`config.mk`:
```
export PLATFORM = sky130hd
export DESIGN_NAME = temp_conv_cond
export DESIGN_NICKNAME = d
export VERILOG_FILES = /design/src/tcc_pkg.sv /design/src/temp_conv_cond.sv /design/src/run_avg_filter.sv
export VERILOG_INCLUDE_DIRS = /design/src
export SDC_FILE = /design/constraint.sdc
export NUM_CORES = 1
export LEC_CHECK = 0
export BUFFER_PORTS_ARGS = -buffer_cell sky130_fd_sc_hd__buf_2
export CAP_MARGIN = 20
export CELL_PAD_IN_SITES_DETAIL_PLACEMENT = 1
export CELL_PAD_IN_SITES_GLOBAL_PLACEMENT = 1
export CORE_ASPECT_RATIO = 0.7
export CORE_MARGIN = 1.5
export CORE_UTILIZATION = 45
export CTS_CLUSTER_SIZE = 30
export DETAILED_ROUTE_END_ITERATION = 16
export GPL_TIMING_DRIVEN = 0
export PLACE_DENSITY = 0.83
export SYNTH_ARGS = -nofsm -noshare
export SYNTH_HDL_FRONTEND = slang
export SYNTH_HIERARCHICAL = 1
export SYNTH_SLANG_ARGS = --single-unit
```
`constraint.sdc`:
```
create_clock -name clock -period 15.15 [get_ports clock]
set_input_delay 2.2725 -clock clock [delete_from_list [all_inputs] [get_ports clock]]
set_output_delay 2.2725 -clock clock [all_outputs]
set_load 0.01 [all_outputs]
```
`src/tcc_consts.svh`:
```
// register map, reset values and timing counts of the conversion/conditioning block
`ifndef TCC_CONSTS_SVH
`define TCC_CONSTS_SVH

`define TCC_ADR_CTRL 8'h00
`define TCC_ADR_RATE 8'h04
`define TCC_ADR_SHOT 8'h08
`define TCC_ADR_BETA 8'h0C
`define TCC_ADR_STAT 8'h10
`define TCC_ADR_RES0 8'h14
`define TCC_ADR_RES1 8'h18
`define TCC_ADR_RES2 8'h1C
`define TCC_ADR_RES3 8'h20

`define TCC_CTRL_RUN 0
`define TCC_CTRL_DYN_OFF 1
`define TCC_CTRL_FILT0 2
`define TCC_CTRL_FILT1 4
`define TCC_CTRL_PAIR0 6
`define TCC_CTRL_PAIR1 7
`define TCC_STAT_BUSY 0
`define TCC_STAT_RUN 1
`define TCC_STAT_FACT 2
`define TCC_STAT_CHAN 5
`define TCC_BETA_STRIDE 5
`define TCC_BETA_AUTO 4

`define TCC_RATE_RESET 4'h6
`define TCC_RATE_MAXCODE 4'hA
`define TCC_RATE_HALF 4'hA
`define TCC_RATE_1PS_LEN 11'h040
`define TCC_PERIOD_MAX 11'h400
`define TCC_BETA_DIODE 4'hF
`define TCC_BETA_OK_4CH 4'h9
`define TCC_BETA_OK_5CH 4'h3

`define TCC_CLK_NS 50
`define TCC_TICK_NS 15625000
`define TCC_TICK_CYCLES (`TCC_TICK_NS / `TCC_CLK_NS)
`define TCC_NUM_CH 4

`endif

```
`src/tcc_pkg.sv`:
```
// types shared by the conversion/conditioning block
`default_nettype none

package tcc_pkg;

    typedef enum logic [2:0] {fac_half, fac_1x, fac_2x, fac_4x, fac_8x, fac_16x} avg_factor_t;

    typedef enum logic [1:0] {s_idle, s_launch, s_wait, s_store} seq_state_t;

    typedef struct packed {
        logic [7:0][10:0] hist;
        logic primed;
        logic [1:0] lvl;
        logic [10:0] out;
    } filt_state_t;

    typedef struct packed {
        logic ack;
        logic [31:0] rdat;
        logic run;
        logic dyn_off;
        logic [1:0][1:0] filt_lvl;
        logic [1:0] paired;
        logic [3:0] rate;
        logic [3:0] beta_auto;
        logic [3:0][3:0] beta_code;
        logic [3:0][10:0] result;
        logic [18:0] base_cnt;
        logic [10:0] per_cnt;
        seq_state_t state;
        logic [1:0] chan;
        logic shot_pend;
        logic [10:0] raw;
        logic conv_start;
        logic [1:0] meas_chan;
        logic [2:0] meas_factor;
        logic [3:0] meas_beta;
        logic busy;
    } core_state_t;

endpackage : tcc_pkg

`default_nettype wire

```
`src/temp_conv_cond.sv`:
```
// conversion scheduling and result conditioning with a classic wishbone slave
`timescale 1ns/1ps
`default_nettype none
`include "tcc_consts.svh"

// Summary of operation
// - codes 6h..Ah give 4..64 conversions/s
// - codes Bh..Fh give one conversion/s
// - dynamic averaging stretches diode measurement time
// - dynamic averaging on at reset, can disable
// - rate code selects averaging factor
// - one-shot uses current rate's factor
// - filter field: off, level 1, level 2
// - level 1 averages 4, level 2 eight
// - filter only channels 1,2 unpaired
// - filter fed with averaged 11-bit result
// - first result preloads whole history
// - filtered value stored as visible result
// - auto beta applied and reported each conversion
// - manual beta uses software field
// - no beta on unsupported channels
// - beta code 0..Eh steps, Fh diode
// - standby: one cycle per request
// - active: continuous, one-shot ignored
module temp_conv_cond #(
    parameter int TICK_CYCLES = `TCC_TICK_CYCLES,
    parameter bit FIVE_CHANNEL = 1'b0
) (
    input wire logic clock,
    input wire logic resetn,
    input wire logic wb_cyc_i,
    input wire logic wb_stb_i,
    input wire logic wb_we_i,
    input wire logic [7:0] wb_adr_i,
    input wire logic [3:0] wb_sel_i,
    input wire logic [31:0] wb_dat_i,
    output logic [31:0] wb_dat_o,
    output logic wb_ack_o,
    output logic conv_start,
    output logic [1:0] meas_chan,
    output logic [2:0] meas_factor,
    output logic [3:0] meas_beta,
    input wire logic [3:0] beta_found,
    input wire logic adc_valid,
    input wire logic [10:0] adc_result,
    output logic [3:0][10:0] result,
    output logic busy,
    output logic active
);

    localparam logic [3:0] BETA_OK = FIVE_CHANNEL ? `TCC_BETA_OK_5CH : `TCC_BETA_OK_4CH;
    localparam logic [18:0] TICK_LAST = 19'(TICK_CYCLES - 1);

    tcc_pkg::core_state_t q;
    tcc_pkg::core_state_t n;
    wire logic [1:0][10:0] filt_out;
    wire logic [1:0] filt_valid;
    wire logic [1:0][1:0] filt_level;

    // ======================================================
    // rate decode
    function automatic logic [10:0] period_len(input logic [3:0] code);
        if (code <= `TCC_RATE_MAXCODE) begin
            period_len = `TCC_PERIOD_MAX >> code;
        end else begin
            period_len = `TCC_RATE_1PS_LEN;
        end
    endfunction : period_len

    function automatic tcc_pkg::avg_factor_t factor_of(input logic [3:0] code, input logic off);
        if (code == `TCC_RATE_HALF) begin
            factor_of = tcc_pkg::fac_half;
        end else if (off) begin
            factor_of = tcc_pkg::fac_1x;
        end else begin
            unique case (code)
                4'h6: factor_of = tcc_pkg::fac_8x;
                4'h7: factor_of = tcc_pkg::fac_4x;
                4'h8: factor_of = tcc_pkg::fac_2x;
                4'h9: factor_of = tcc_pkg::fac_1x;
                default: factor_of = tcc_pkg::fac_16x;
            endcase
        end
    endfunction : factor_of

    // ======================================================
    // register view
    function automatic logic [31:0] reg_view(input tcc_pkg::core_state_t s, input logic [7:0] adr);
        reg_view = 32'h0000_0000;
        unique case (adr)
            `TCC_ADR_CTRL: begin
                reg_view[`TCC_CTRL_RUN] = s.run;
                reg_view[`TCC_CTRL_DYN_OFF] = s.dyn_off;
                reg_view[`TCC_CTRL_FILT0 +: 2] = s.filt_lvl[0];
                reg_view[`TCC_CTRL_FILT1 +: 2] = s.filt_lvl[1];
                reg_view[`TCC_CTRL_PAIR0] = s.paired[0];
                reg_view[`TCC_CTRL_PAIR1] = s.paired[1];
            end
            `TCC_ADR_RATE: reg_view = {28'h0000000, s.rate};
            `TCC_ADR_BETA: begin
                for (int i = 0; i < `TCC_NUM_CH; i++) begin
                    reg_view[i*`TCC_BETA_STRIDE +: `TCC_BETA_STRIDE] = {s.beta_auto[i], s.beta_code[i]};
                end
            end
            `TCC_ADR_STAT: begin
                reg_view[`TCC_STAT_BUSY] = s.busy;
                reg_view[`TCC_STAT_RUN] = s.run;
                reg_view[`TCC_STAT_FACT +: 3] = s.meas_factor;
                reg_view[`TCC_STAT_CHAN +: 2] = s.chan;
            end
            `TCC_ADR_RES0: reg_view = {21'h000000, s.result[0]};
            `TCC_ADR_RES1: reg_view = {21'h000000, s.result[1]};
            `TCC_ADR_RES2: reg_view = {21'h000000, s.result[2]};
            `TCC_ADR_RES3: reg_view = {21'h000000, s.result[3]};
            default: reg_view = 32'h0000_0000;
        endcase
    endfunction : reg_view

    // ======================================================
    // filters for external channels 1 and 2
    generate
        for (genvar c = 0; c < 2; c++) begin : g_filt
            assign filt_level[c] = q.paired[c] ? 2'b00 : q.filt_lvl[c];
            assign filt_valid[c] = (q.state == tcc_pkg::s_wait) && adc_valid && (q.chan == 2'(c));
            run_avg_filter u_filt (
                .clock(clock),
                .resetn(resetn),
                .in_valid(filt_valid[c]),
                .in_data(adc_result),
                .level(filt_level[c]),
                .out_data(filt_out[c])
            );
        end
    endgenerate

    // ======================================================
    // next state
    always_comb begin
        logic hit;
        logic start_req;
        logic [31:0] mask;
        logic [31:0] wval;
        hit = 1'b0;
        start_req = 1'b0;
        mask = 32'h0000_0000;
        wval = 32'h0000_0000;
        n = q;
        n.ack = 1'b0;
        n.conv_start = 1'b0;

        // period timer
        if (q.base_cnt == TICK_LAST) begin
            n.base_cnt = 19'h00000;
            if (q.per_cnt >= period_len(q.rate) - 11'h001) begin
                n.per_cnt = 11'h000;
                start_req = q.run;
            end else begin
                n.per_cnt = q.per_cnt + 11'h001;
            end
        end else begin
            n.base_cnt = q.base_cnt + 19'h00001;
        end

        // bus access
        hit = wb_cyc_i && wb_stb_i && !q.ack;
        if (hit) begin
            n.ack = 1'b1;
            n.rdat = reg_view(q, wb_adr_i);
            for (int b = 0; b < 4; b++) begin
                mask[b*8 +: 8] = {8{wb_sel_i[b]}};
            end
            wval = (reg_view(q, wb_adr_i) & ~mask) | (wb_dat_i & mask);
            if (wb_we_i) begin
                unique case (wb_adr_i)
                    `TCC_ADR_CTRL: begin
                        n.run = wval[`TCC_CTRL_RUN];
                        n.dyn_off = wval[`TCC_CTRL_DYN_OFF];
                        n.filt_lvl[0] = wval[`TCC_CTRL_FILT0 +: 2];
                        n.filt_lvl[1] = wval[`TCC_CTRL_FILT1 +: 2];
                        n.paired[0] = wval[`TCC_CTRL_PAIR0];
                        n.paired[1] = wval[`TCC_CTRL_PAIR1];
                    end
                    `TCC_ADR_RATE: n.rate = wval[3:0];
                    `TCC_ADR_SHOT: begin
                        if (!q.run && wb_sel_i[0]) begin
                            n.shot_pend = 1'b1;
                        end
                    end
                    `TCC_ADR_BETA: begin
                        for (int i = 0; i < `TCC_NUM_CH; i++) begin
                            if (BETA_OK[i]) begin
                                n.beta_auto[i] = wval[i*`TCC_BETA_STRIDE + `TCC_BETA_AUTO];
                                n.beta_code[i] = wval[i*`TCC_BETA_STRIDE +: 4];
                            end
                        end
                    end
                    default: n.ack = 1'b1;
                endcase
            end
        end

        // conversion sequencer
        unique case (q.state)
            tcc_pkg::s_idle: begin
                if (start_req || (n.shot_pend && !q.run)) begin
                    n.shot_pend = 1'b0;
                    n.chan = 2'b00;
                    n.state = tcc_pkg::s_launch;
                end
            end
            tcc_pkg::s_launch: begin
                n.conv_start = 1'b1;
                n.meas_chan = q.chan;
                n.meas_factor = factor_of(q.rate, q.dyn_off);
                if (q.beta_auto[q.chan] && BETA_OK[q.chan]) begin
                    n.meas_beta = beta_found;
                    n.beta_code[q.chan] = beta_found;
                end else if (BETA_OK[q.chan]) begin
                    n.meas_beta = q.beta_code[q.chan];
                end else begin
                    n.meas_beta = `TCC_BETA_DIODE;
                end
                n.state = tcc_pkg::s_wait;
            end
            tcc_pkg::s_wait: begin
                if (adc_valid) begin
                    n.raw = adc_result;
                    n.state = tcc_pkg::s_store;
                end
            end
            tcc_pkg::s_store: begin
                if (q.chan < 2'b10) begin
                    n.result[q.chan] = filt_out[q.chan[0]];
                end else begin
                    n.result[q.chan] = q.raw;
                end
                if (q.chan == 2'b11) begin
                    n.state = tcc_pkg::s_idle;
                end else begin
                    n.chan = q.chan + 2'b01;
                    n.state = tcc_pkg::s_launch;
                end
            end
        endcase
        n.busy = (n.state != tcc_pkg::s_idle);
    end

    // ======================================================
    // state register
    always_ff @(posedge clock) begin
        if (!resetn) begin
            q <= '0;
            q.rate <= `TCC_RATE_RESET;
            q.dyn_off <= 1'b0;
            q.filt_lvl <= '0;
            q.paired <= '0;
            q.run <= 1'b0;
            q.beta_auto <= BETA_OK;
            q.beta_code <= {4{`TCC_BETA_DIODE}};
            q.meas_beta <= `TCC_BETA_DIODE;
            q.state <= tcc_pkg::s_idle;
        end else begin
            q <= n;
        end
    end

    // ======================================================
    // outputs
    assign wb_ack_o = q.ack;
    assign wb_dat_o = q.rdat;
    assign conv_start = q.conv_start;
    assign meas_chan = q.meas_chan;
    assign meas_factor = q.meas_factor;
    assign meas_beta = q.meas_beta;
    assign result = q.result;
    assign busy = q.busy;
    assign active = q.run;

endmodule : temp_conv_cond

`default_nettype wire

```
`src/run_avg_filter.sv`:
```
// running-average filter for one external diode channel
`timescale 1ns/1ps
`default_nettype none

module run_avg_filter (
    input wire logic clock,
    input wire logic resetn,
    input wire logic in_valid,
    input wire logic [10:0] in_data,
    input wire logic [1:0] level,
    output logic [10:0] out_data
);

    tcc_pkg::filt_state_t q;
    tcc_pkg::filt_state_t n;
    logic [13:0] sum4;
    logic [13:0] sum8;

    // ======================================================
    // history update and average
    always_comb begin
        n = q;
        sum4 = 14'h0000;
        sum8 = 14'h0000;
        if (in_valid) begin
            if (!q.primed || (q.lvl != level)) begin
                for (int i = 0; i < 8; i++) begin
                    n.hist[i] = in_data;
                end
                n.primed = 1'b1;
                n.lvl = level;
            end else begin
                n.hist = {q.hist[6:0], in_data};
            end
            for (int i = 0; i < 8; i++) begin
                if (i < 4) begin
                    sum4 = sum4 + {3'b000, n.hist[i]};
                end
                sum8 = sum8 + {3'b000, n.hist[i]};
            end
            unique case (level)
                2'b00: n.out = in_data;
                2'b01, 2'b10: n.out = sum4[12:2];
                2'b11: n.out = sum8[13:3];
            endcase
        end
    end

    always_ff @(posedge clock) begin
        if (!resetn) begin
            q <= '0;
        end else begin
            q <= n;
        end
    end

    assign out_data = q.out;

endmodule : run_avg_filter

`default_nettype wire

```
# After elaboration in Yosys (flattened, before gate mapping)

Cells that the tools add are included.

Register bits after elaboration: 334
Bits of input ports: 65
Logic and storage cells: 218

Shift-type cells: 1
Reductions and logical operators: 34
Mux-type cells: 71
$lt $le $gt $ge: 6
Add/subtract/negate cells: 24
Bitwise operators: 5
Equal/unequal tests: 29

Operators by type and width:

| kind                    | count |
|---|---|
| $mux W88                | 4 |
| $add A14 B11 Y14        | 12 |
| $mux W13                | 7 |
| $bwmux W44              | 2 |
| $add A13 B11 Y13        | 6 |
| $mux W11                | 6 |
| $pmux W11 S3            | 2 |
| $pmux W12 S5            | 1 |
| $pmux W7 S8             | 1 |
| $mux W46                | 1 |
| $mux W4                 | 11 |
| $mux W44                | 1 |
| $and A20 B20 Y20        | 2 |
| $eq A8 B5 Y1 const B    | 4 |
| $mux W16                | 2 |
| $add A11 B11 Y12        | 2 |
| $demux W11 S2           | 1 |
| $not A20 Y20            | 1 |
| $or A20 B20 Y20         | 1 |
| $add A19 B1 Y19 const B | 1 |
| $eq A19 B19 Y1 const B  | 1 |
| $bwmux W16              | 1 |
| $eq A8 B4 Y1 const B    | 2 |
| $eq A2 B2 Y1 const B    | 7 |
| other kinds (42)        | 91 |

# Logic depth before layout (Yosys ltp)

Gate-level depths: netlist (run 1).

Depth after elaboration: 13
Gate-level depth with buffers: 31

# By module

Netlist (run 1), hierarchy kept.

By module, submodules not included:

| module                             | times used | area each (um^2) | cells each |
|---|---|---|---|
| temp_conv_cond                     | 1          | 8,465.6          | 1,031 |
| run_avg_filter at g_filt[1].u_filt | 1          | 7,624.8          | 822 |
| run_avg_filter at g_filt[0].u_filt | 1          | 7,478.4          | 804 |

# Least setup slack after synthesis (run 1)

No wires, ideal clock.

Path type: input to register
From: input adc_result[4]
To: register g_filt[0].u_filt.q, in the netlist g_filt[0].u_filt/out_data[10]
Buffers on the path: 1
Arrival: 7.128 ns
Setup slack: 7.948 ns
Cell stages on the path: 21
Setup time: 0.074 ns
Cell sequence: nor2b_1 -> clkbuf_1 -> a21o_1 -> fa_1 -> inv_1 -> fa_1 -> inv_1 -> fa_1 -> inv_1 -> fa_1 -> inv_1 -> ha_1 -> or2_2 -> o221a_2 -> a311o_1 -> a211oi_1 -> o21bai_1 -> o31ai_1 -> xnor2_1 -> a21oi_1 -> a31oi_1

Word-level cells in the longest chain between the ends: 10
Elaborated cells on any way between the ends: 16
Classes of those cells: add/sub (10); mux (6)

RTL lines:

| item                          | line                 | RTL |
|---|---|---|
| start, declared               | temp_conv_cond.sv:45 | `input wire logic [10:0] adc_result,` |
| $mux W88 (*)                  | run_avg_filter.sv:26 | `if (!q.primed \|\| (q.lvl != level)) begin` |
| $mux W88 (*)                  | run_avg_filter.sv:25 | `if (in_valid) begin` |
| $add A11 B11 Y12              | run_avg_filter.sv:39 | `sum8 = sum8 + {3'b000, n.hist[i]};` |
| $add A14 B11 Y14 (6 in a row) | run_avg_filter.sv:39 |  |
| $pmux W11 S3 (*)              | run_avg_filter.sv:41 | `unique case (level)` |
| end signal, assigned          | run_avg_filter.sv:53 | `q <= n;` |
| end, declared                 | run_avg_filter.sv:14 | `tcc_pkg::filt_state_t q;` |

Every way passes the cells marked *; elsewhere a longest branch is shown, timed or not. The select of a mux whose other input is x is not followed.
A chain may end at the register's enable or synchronous reset.

==> metrics, run 1 <==
vias in the first global route=21400; sequential share of power=22.5%; Seq cells post-synth=333; Antenna Nets Post-Route=0; post-route insts no fill=3531; Comb pwr share=57.1%; area of placed instances=25100 um^2; synthesized instance count=2657; RSZ-0062 raised after global routing=false; GRT Overall Usage=29.5%; Hold Crit Class=reg2reg; # DRC=0; postcts setup bufs=0; HPWL Detailed=63700 um; share of post-route cells with drive strength above 1=15.9%; sequential-to-total area share from yosys stat=28.3%; gr ovfl total=0; cts repair resizes=0; DRT iter0 DRCs=1538; crit end category=flop; FILL cells=6052; wire length per cell=22.9 um; met3 wire len=5950 um; root buf cell=clkbuf_16; area of the multi-input gates=14800 um^2; EDFF count, synth=0; asr flop ratio synth=0%; Avg Synthesized Cell Area=8.87 um^2; hold_buf cts=0; Fmax achieved=115 MHz; worst reg-to-reg setup slack=6.44 ns; CTS tree=done; post-DR vias/cell=5.90; P_sw=0.00189 W; Sink Count=333; H-tree lvl count=2; CP max FO=10; count of max-cap constraint violations=0; Final Skew=0.0301 ns; Setup TNS=0 ns; placed cell count=3464; Slew Viols, Final=0; R2R cell count=22; Final Total Pwr=0.00433 W; initial core utilization=46.0%; run status=completed; P_int=0.00245 W; post-layout min period=8.71 ns; DRT Pass-1 Iters=5; Syn-to-layout area delta=11.2%; RD Place Congestion=0.947; initial antenna violation count=1; Critical path origin=q[130]; period utilisation layout=57.5%; sw frac=43.5%; ratio of total power to cell area=165 nW/um^2; Final Hold Violating Endpoints=0; Worst IR Drop VDD=0.280 mV; Port-buffer cells=116; CP Launch Type=flop; Clk Latency, worst-skew pair=0.56 ns; CTS Buffer Depth=3; critical path required time=15.56 ns; Die Height=194 um; measured slew at the worst slew-check pin=1.20 ns; Hold Crit Start=q[17]; hold path depth=2; Die ar.=53800 um^2; uppermost routed layer=met4; global-route wire length before repair=125000 um; Top Ports=154; final setup fails=0; register area=6670 um^2; CTS Buf Count=37; max_slew headroom=19.2%; Clock Power Share=20.4%; Most used DFF post-synth=dfxtp_1; Worst EP arrival=9.12 ns; Pleak=13.0 nW; M1 WL=37300 um; final wirelength=80900 um; Final Cell Area=26200 um^2; worst setup path class=reg2reg; Die W=277 um; total number of vias=20800; DR WL met2=35800 um; num rows=69; Worst-path clk slew=0.07 ns; Netlist cell types=92; nets=3134; mapped cell area=23600 um^2; Syn. warnings=6; pin count of the biggest net entering global routing=13; Fin Hold WS=0.476 ns; R2R Path Start=q[130]; total core area=51200 um^2
==> metrics by stage <==
stage          setup WS [ns]  util [%]
2_1_floorplan           7.95         -
3_3_place_gp            7.02      48.9
3_5_place_dp            6.74      49.0
4_1_cts                 6.66      51.2
5_1_grt                 6.16      51.2
6_report                6.44      51.2
==> layout by cell type, fill, tap and decap left out, types with 15 or more instances in the layout <==
cell,count
dfxtp_1,333
clkbuf_16,37
a21o_1,163
nor2b_1,87
a22oi_1,26
nor3_1,21
and2_1,17
fa_1,108
nand2_1,241
nand4_1,16
a21boi_0,66
o21ai_0,72
inv_1,190
o21a_1,15
buf_2,121
ha_1,130
o211a_1,137
a221oi_1,16
a21oi_1,79
xnor2_1,55
clkbuf_1,156
buf_4,112
and3_1,30
or2_2,127
o211ai_1,22
nor2_1,92
nand3_1,47
xor2_1,41
mux2i_1,67
==> cell type report <==
| cell class | instances | share of cell area (%) |
|---|---|---|
| plain buffers | 266 | 5.39 |
| diodes | 2 | 0.0191 |
| repair buffers | 123 | 2.41 |
| flip-flops and latches | 333 | 25.4 |
| well taps | 674 | 3.22 |
| clock buffers | 57 | 4.12 |
| clock inverters | 6 | 0.153 |
| multi-input cells | 1880 | 56.5 |
| inverters | 190 | 2.72 |
==> state kept, by name, summed over array words and instances (netlist names) <==
register	cells
active	1
result	44
meas_chan	2
meas_beta	4
wb_ack_o	1
wb_dat_o	19
busy	1
g_filt.u_filt/q	160
g_filt.u_filt/out_data	22
q	75
conv_start	1
meas_factor	3
==> final timing paths <==
path,to
max,g_filt[1].u_filt/out_data[7]
max reg2reg,g_filt[1].u_filt/out_data[7]
min reg2reg,q[17]
min,q[17]
==> kinds of logic (layout without fill, tap and decap cells) <==
logic type	after synthesis	count (layout)	share of synthesized area, %
flops	333	333	28.3
simple gates	749	749	16.5
compound gates	703	703	22.7
buf+inv	456	642	9.02
xor+xnor	98	98	3.71
fa+ha+maj	238	238	16.1
mux	79	79	3.61
other cells	1	15	0.0159
==> critical path, stage by stage (launching register included) <==
cell and delay, ns:
dfxtp_1 0.38, nor2b_1 0.49, xnor2_2 0.22, and3_1 0.59, clkbuf_1 0.65, clkbuf_1 0.62, buf_1 0.65, a21o_1 0.24
fa_1 0.44, fa_1 0.48, fa_1 0.55, inv_1 0.06, fa_1 0.54, inv_1 0.04, ha_1 0.27, nand4_1 0.13
a211oi_1 0.76, a221oi_2 0.24, o21bai_1 0.33, a21oi_1 0.13, xnor2_1 0.17, a221oi_1 0.45, o21ai_1 0.15
==> per-layer routing <==
| layer | GRT usage (%) | vias up |
|---|---|---|
| li1 | - | 9437 |
| met1 | 41.5 | 10500 |
| met2 | 46.8 | 721 |
| met3 | 4.90 | 118 |
| met4 | 7.33 | 0 |
| met5 | 0.354 | - |
==> cell usage after synthesis (17+ instances only) <==
cell type  count  area share [%]
a21boi_0      66             2.1
a21o_1       163             5.2
a21oi_1       79             1.7
a22oi_1       26            0.83
and2_1        17            0.45
and3_1        30            0.80
buf_4        107             3.4
clkbuf_1     144             2.3
dfxtp_1      333              28
fa_1         108             9.2
ha_1         130             6.9
inv_1        190             3.0
mux2i_1       67             2.8
nand2_1      241             3.8
nand3_1       47             1.0
nor2_1        92             1.5
nor2b_1       87             2.3
nor3_1        21            0.45
o211a_1      137             5.8
o211ai_1      22            0.70
o21ai_0       72             1.5
or2_2        127             3.4
xnor2_1       55             2.0
xor2_1        41             1.5
==> power groups by stage <==
stage | Combinational [W] | Clock [W] | Sequential (W)
floorplan | 0.00180 | 0 | 0.000974
global placement | 0.00232 | 0 | 0.000987
detailed placement | 0.00243 | 0 | 0.000991
CTS | 0.00245 | 0.000894 | 0.000971
global route | 0.00272 | 0.000929 | 0.000977
finish | 0.00248 | 0.000886 | 0.000973
(Power assumes the default switching activity.)
==> inputs of run 2 (changes only) <==
==> constraint.sdc (replaced) <==
create_clock -name clock -period 8.85 [get_ports clock]
set_input_delay 1.3275 -clock clock [delete_from_list [all_inputs] [get_ports clock]]
set_output_delay 1.3275 -clock clock [all_outputs]
set_load 0.01 [all_outputs]
==> run 2 against run 1 <==
Hold slack barely moved. Cell count stayed put. Sequential power is 72% higher. Wire length is essentially flat. Sequential cell count stayed put. Critical path type unchanged. Largest power group unchanged. First-iteration DRC count grew 0.98%. Critical path depth rose by 2. Core utilization about the same. Sequential share of layout area barely moved. Maximum frequency grew 3.3%.
==> metrics, run 2 (synthesized netlist as in run 1, its figures left out) <==
CTS tree=done (unchanged); Final Cell Area=26200 um^2 (about the same); total number of vias=20800 (about the same); measured slew at the worst slew-check pin=1.21 ns (was 1.20 ns); Sink Count=333 (unchanged); # DRC=0 (unchanged); Port-buffer cells=116 (unchanged); total core area=51200 um^2 (unchanged); post-DR vias/cell=5.89 (was 5.90); critical path required time=9.32 ns (was 15.56 ns); Top Ports=154 (unchanged); nets=3134 (unchanged); wire length per cell=22.9 um (about the same); Pleak=13.0 nW (about the same); HPWL Detailed=63700 um (unchanged); most frequent cells in the layout=333 x dfxtp_1, 241 x nand2_1, 190 x inv_1 (unchanged); CP max FO=10 (unchanged); GRT Overall Usage=29.5% (unchanged); post-layout min period=8.43 ns (was 8.71 ns); DRT Pass-1 Iters=7 (was 5); slowest CP cell=fa_1 (was a211oi_1); DRT iter0 DRCs=1553 (was 1538); M1 WL=37400 um (was 37300 um); RSZ-0062 raised after global routing=false (unchanged); Reg with most FFs=g_filt.u_filt/q (unchanged); max reg flops=160 (unchanged); RD Place Congestion=0.947 (unchanged); FILL cells=6052 (unchanged); most common cell after layout, fill and taps aside=dfxtp_1 (unchanged); Fmax achieved=119 MHz (was 115 MHz); Final Hold Violating Endpoints=0 (unchanged); CTS Buf Count=37 (unchanged); initial antenna violation count=1 (unchanged); Clk Latency, worst-skew pair=0.56 ns (about the same); met3 wire len=5800 um (was 5950 um); gr ovfl total=0 (unchanged); Die Height=194 um (unchanged); critical path, cell by cell=nor2b_1 -> xnor2_1 -> and3_1 -> clkbuf_1 -> clkbuf_2 -> clkbuf_1 -> buf_1 -> a21o_1 -> fa_1 -> fa_1 -> fa_1 -> inv_1 -> fa_1 -> inv_1 -> ha_1 -> a41o_1 -> o221a_2 -> a311o_1 -> a211oi_1 -> o21bai_1 -> o31ai_1 -> xnor2_1 -> a21oi_1 -> a31oi_1 (was nor2b_1 -> xnor2_2 -> and3_1 -> clkbuf_1 -> clkbuf_1 -> buf_1 -> a21o_1 -> fa_1 -> fa_1 -> fa_1 -> inv_1 -> fa_1 -> inv_1 -> ha_1 -> nand4_1 -> a211oi_1 -> a221oi_2 -> o21bai_1 -> a21oi_1 -> xnor2_1 -> a221oi_1 -> o21ai_1); Worst EP arrival=8.91 ns (was 9.12 ns); ratio of total power to cell area=283 nW/um^2 (was 165 nW/um^2); run status=completed (unchanged); H-tree lvl count=2 (unchanged); uppermost routed layer=met4 (unchanged); postcts setup bufs=0 (unchanged); Syn-to-layout area delta=11.2% (about the same); cts repair resizes=0 (unchanged); Worst IR Drop VDD=0.481 mV (was 0.280 mV); CP Launch Type=flop (unchanged); hold_buf cts=0 (unchanged); CP max stage delay=0.55 ns (was 0.76 ns); crit end category=flop (unchanged); period utilisation layout=95.3% (was 57.5%); initial core utilization=46.0% (unchanged); Hold Crit Class=reg2reg (unchanged); global-route wire length before repair=125000 um (unchanged); max_slew headroom=18.4% (was 19.2%); DR WL met2=35800 um (about the same); Antenna Nets Post-Route=0 (unchanged); vias in the first global route=21400 (unchanged); pin count of the biggest net entering global routing=13 (unchanged); Final Skew=0.0299 ns (was 0.0301 ns); Worst-path clk slew=0.07 ns (about the same); count of max-cap constraint violations=0 (unchanged); Die ar.=53800 um^2 (unchanged); share of post-route cells with drive strength above 1=16.0% (was 15.9%); CP dominant cell by count=fa_1 (unchanged); final wirelength=80900 um (about the same); Slew Viols, Final=0 (unchanged); Setup TNS=0 ns (unchanged); final setup fails=0 (unchanged); Die W=277 um (unchanged); CTS Buffer Depth=3 (unchanged); worst setup path class=reg2reg (unchanged); num rows=69 (unchanged); area of placed instances=25100 um^2 (unchanged); root buf cell=clkbuf_16 (unchanged)
[run 2: cell counts in the layout (fill, tap and decap cells not counted)]
Identical to the previous run, type by type.
[run 2: power by group]
part           total, W  leakage, nW  switching, W  internal (W)
Combinational   0.00424         9.80       0.00248       0.00175
Clock           0.00152        0.549      0.000676      0.000840
Sequential      0.00167         2.69     0.0000680       0.00160
Total           0.00742         13.0       0.00323       0.00419
[run 2: routing by layer]
layer,up-vias,GRT usage (%)
met5,-,0.354
met4,0,7.33
met3,118,4.90
met2,689,46.8
met1,10500,41.5
li1,9435,-
[run 2: final timing paths]
| check | depth (start not counted) | from | to | slack, ns |
|---|---|---|---|---|
| min reg2reg | 2 | q[16] | q[16] | 0.48 |
| max | 24 | q[128] | g_filt[0].u_filt/out_data[10] | 0.42 |
| max reg2reg | 24 | q[128] | g_filt[0].u_filt/out_data[10] | 0.42 |
| min | 2 | q[16] | q[16] | 0.48 |
[run 2: worst max-delay path, delay by kind of cell, from the launching register on]
kind,cells,cell delay (ns)
flops,1,0.38
simple gates,2,0.67
fa+ha+maj,5,2.33
xor+xnor,2,0.46
buf+inv,6,2.03
compound gates,9,2.45
[run 2: metrics by stage]
| step | hold slack, ns | setup slack [ns] | instances | total power [W] | utilization (%) |
|---|---|---|---|---|---|
| 5_1_grt | 0.502 | 0.0667 | 3529 | 0.00793 | 51.2 |
| 6_report | 0.477 | 0.417 | 3531 | 0.00742 | 51.2 |
| 4_1_cts | 0.475 | 0.357 | 3527 | 0.00739 | 51.2 |
| 2_1_floorplan | 0.426 | 2.38 | 2669 | 0.00475 | - |
| 3_5_place_dp | 0.465 | 0.438 | 3464 | 0.00585 | 49.0 |
| 3_3_place_gp | 0.440 | 0.715 | 3459 | 0.00566 | 48.9 |
[run 2: final cells by class]
| cell class | count | area (um^2) | area share, % |
|---|---|---|---|
| clock inverter | 6 | 40.0 | 0.153 |
| inverter | 190 | 713 | 2.72 |
| multi-input combinational | 1880 | 14800 | 56.5 |
| tap | 674 | 843 | 3.22 |
| clock buffer | 57 | 1080 | 4.12 |
| antenna | 2 | 5.00 | 0.0191 |
| timing repair buffer | 123 | 633 | 2.41 |
| sequential | 333 | 6670 | 25.4 |
| buffer | 266 | 1420 | 5.40 |
==> inputs of run 3 (changes only) <==
--- a/config.mk
+++ b/config.mk
@@ -17,6 +17,8 @@
 export DETAILED_ROUTE_END_ITERATION = 16
 export GPL_TIMING_DRIVEN = 0
 export PLACE_DENSITY = 0.83
+export RECOVER_POWER = 100
+export SLEW_MARGIN = 0
 export SYNTH_ARGS = -nofsm -noshare
 export SYNTH_HDL_FRONTEND = slang
 export SYNTH_HIERARCHICAL = 1
==> run 3 against run 2 <==
Register-to-register slack got worse by 0.09 ns. Critical path type unchanged. Global-route usage stayed put. Clock skew shrank 0.0050 ns. Via count is essentially flat. Critical path depth fell by 2. Critical endpoint is now g_filt[1].u_filt/out_data[7]. Sequential share of layout area rose by 0.10 points. Cell count stayed put. Wire length fell by 0.22%.
==> metrics, run 3 (synthesized netlist as in run 1, its figures left out) <==
met3 wire len=6030 um (was 5800 um); most frequent cells in the layout=333 x dfxtp_1, 241 x nand2_1, 197 x clkbuf_1 (was 333 x dfxtp_1, 241 x nand2_1, 190 x inv_1); H-tree lvl count=2 (unchanged); initial antenna violation count=1 (unchanged); Syn-to-layout area delta=10.8% (was 11.2%); Hold Crit Class=reg2reg (unchanged); global-route wire length before repair=125000 um (unchanged); P_int=0.00418 W (was 0.00419 W); HPWL Detailed=63700 um (unchanged); CP max FO=10 (unchanged); post-DR vias/cell=5.88 (was 5.89); post-layout min period=8.53 ns (was 8.43 ns); final worst setup slack=0.324 ns (was 0.417 ns); M1 WL=37200 um (was 37400 um); critical path required time=9.26 ns (was 9.32 ns); initial core utilization=46.0% (unchanged); Critical path origin=q[130] (was q[128]); RSZ-0062 raised after global routing=false (unchanged); nets=3134 (unchanged); Comb pwr share=57.0% (was 57.1%); worst hold endpoint=q[16] (unchanged); CTS tree=done (unchanged); Antenna Nets Post-Route=0 (unchanged); Sink Count=333 (unchanged); measured slew at the worst slew-check pin=1.24 ns (was 1.21 ns); cts repair resizes=0 (unchanged); Worst IR Drop VDD=0.479 mV (was 0.481 mV); Worst-path clk slew=0.07 ns (about the same); Clock Power Share=20.4% (about the same); Fmax achieved=117 MHz (was 119 MHz); R2R Path Start=q[130] (was q[128]); CTS Buffer Depth=3 (unchanged); Top Ports=154 (unchanged); P_sw=0.00322 W (was 0.00323 W); DRT iter0 DRCs=1575 (was 1553); R2R cell count=22 (was 24); worst reg-to-reg setup slack=0.32 ns (was 0.42 ns); Die ar.=53800 um^2 (unchanged); uppermost routed layer=met4 (unchanged); Post-Place Worst Slack=0.438 ns (unchanged); Final Skew=0.0250 ns (was 0.0299 ns); final wirelength=80800 um (was 80900 um); postcts setup bufs=0 (unchanged); count of max-cap constraint violations=0 (unchanged); Slew Viols, Final=0 (unchanged); GRT Overall Usage=29.5% (unchanged); CP Launch Type=flop (unchanged); sequential share of power=22.5% (was 22.4%); Hold Crit Start=q[16] (unchanged); Final Hold Violating Endpoints=0 (unchanged); crit end category=flop (unchanged); Pleak=12.8 nW (was 13.0 nW); Port-buffer cells=116 (unchanged); max reg flops=160 (unchanged); run status=completed (unchanged); RD Place Congestion=0.947 (unchanged); Setup TNS=0 ns (unchanged); share of post-route cells with drive strength above 1=14.4% (was 16.0%); FILL cells=6077 (was 6052); CTS Buf Count=37 (unchanged); period utilisation layout=96.3% (was 95.3%); max_slew headroom=16.3% (was 18.4%); hold path depth=2 (unchanged); hold_buf cts=0 (unchanged); pin count of the biggest net entering global routing=13 (unchanged); Clk Latency, worst-skew pair=0.55 ns (was 0.56 ns); most common cell after layout, fill and taps aside=dfxtp_1 (unchanged); Worst EP arrival=8.93 ns (was 8.91 ns); Reg with most FFs=g_filt.u_filt/q (unchanged); Die Height=194 um (unchanged); total core area=51200 um^2 (unchanged); total number of vias=20800 (about the same); ratio of total power to cell area=283 nW/um^2 (about the same); Crit Reg-Reg Endpoint=g_filt[1].u_filt/out_data[7] (was g_filt[0].u_filt/out_data[10]); vias in the first global route=21400 (unchanged); gr ovfl total=0 (unchanged); worst setup path class=reg2reg (unchanged); DRT Pass-1 Iters=5 (was 7); root buf cell=clkbuf_16 (unchanged); sw frac=43.5% (about the same); final setup fails=0 (unchanged); DR WL met2=35500 um (was 35800 um); num rows=69 (unchanged); Die W=277 um (unchanged); # DRC=0 (unchanged); wire length per cell=22.9 um (about the same)
[run 3: worst max path at each step]
| stage | end | slack, ns | cells after the start |
|---|---|---|---|
| global placement | g_filt[0].u_filt/out_data[10] | 0.72 | 24 |
| detailed placement | g_filt[0].u_filt/out_data[10] | 0.44 | 24 |
| floorplan | g_filt[0].u_filt/out_data[10] | 2.38 | 24 |
| CTS | g_filt[0].u_filt/out_data[10] | 0.36 | 24 |
| finish | g_filt[1].u_filt/out_data[7] | 0.32 | 22 |
| global route | g_filt[1].u_filt/out_data[7] | 0.06 | 22 |
[run 3: worst max-delay path, stage by stage (launching register included)]
cell      delay, ns
dfxtp_1        0.37
nor2b_1        0.45
xnor2_1        0.30
and3_1         0.63
clkbuf_2       0.44
clkbuf_1       0.61
clkbuf_1       0.64
a21o_1         0.24
fa_1           0.44
fa_1           0.48
fa_1           0.55
inv_1          0.06
fa_1           0.54
inv_1          0.04
ha_1           0.27
nand4_1        0.13
a211oi_1       0.66
a221oi_1       0.36
o21bai_1       0.34
a21oi_1        0.13
xnor2_1        0.16
a221oi_1       0.36
o21ai_0        0.17
[run 3: layout make-up]
type                       count  area, um^2  share of cell area, %
clock inverter                 6        40.0                  0.153
timing repair buffer         123         576                   2.20
sequential                   333        6670                   25.5
multi-input combinational   1880       14800                   56.6
inverter                     190         713                   2.73
clock buffer                  57        1080                   4.14
tap                          674         843                   3.23
antenna                        2        5.00                 0.0192
buffer                       266        1410                   5.39
[run 3: routing by layer]
metal  track usage, %  up-vias
met5            0.354        -
met4             7.33        0
met3             4.90      123
met2             46.8      741
met1             41.5    10500
li1                 -     9447
[run 3: stage by stage]
step / hold slack (ns) / power (W) / util [%] / instances / instance area [um^2]
after CTS: 0.475 / 0.00739 / 51.2 / 3527 / 26200
after global placement: 0.440 / 0.00566 / 48.9 / 3459 / 25000
after global routing: 0.502 / 0.00791 / 51.0 / 3529 / 26100
after floorplan: 0.426 / 0.00475 / - / 2669 / 23600
final: 0.476 / 0.00740 / 51.0 / 3531 / 26100
after detailed placement: 0.465 / 0.00585 / 49.0 / 3464 / 25100
[run 3: power by group through the flow]
stage / sequential [W] / combinational, W / clock [W]
after CTS: 0.00166 / 0.00419 / 0.00153
final: 0.00167 / 0.00422 / 0.00151
after floorplan: 0.00167 / 0.00308 / 0
after global routing: 0.00167 / 0.00465 / 0.00159
after global placement: 0.00169 / 0.00397 / 0
after detailed placement: 0.00170 / 0.00415 / 0
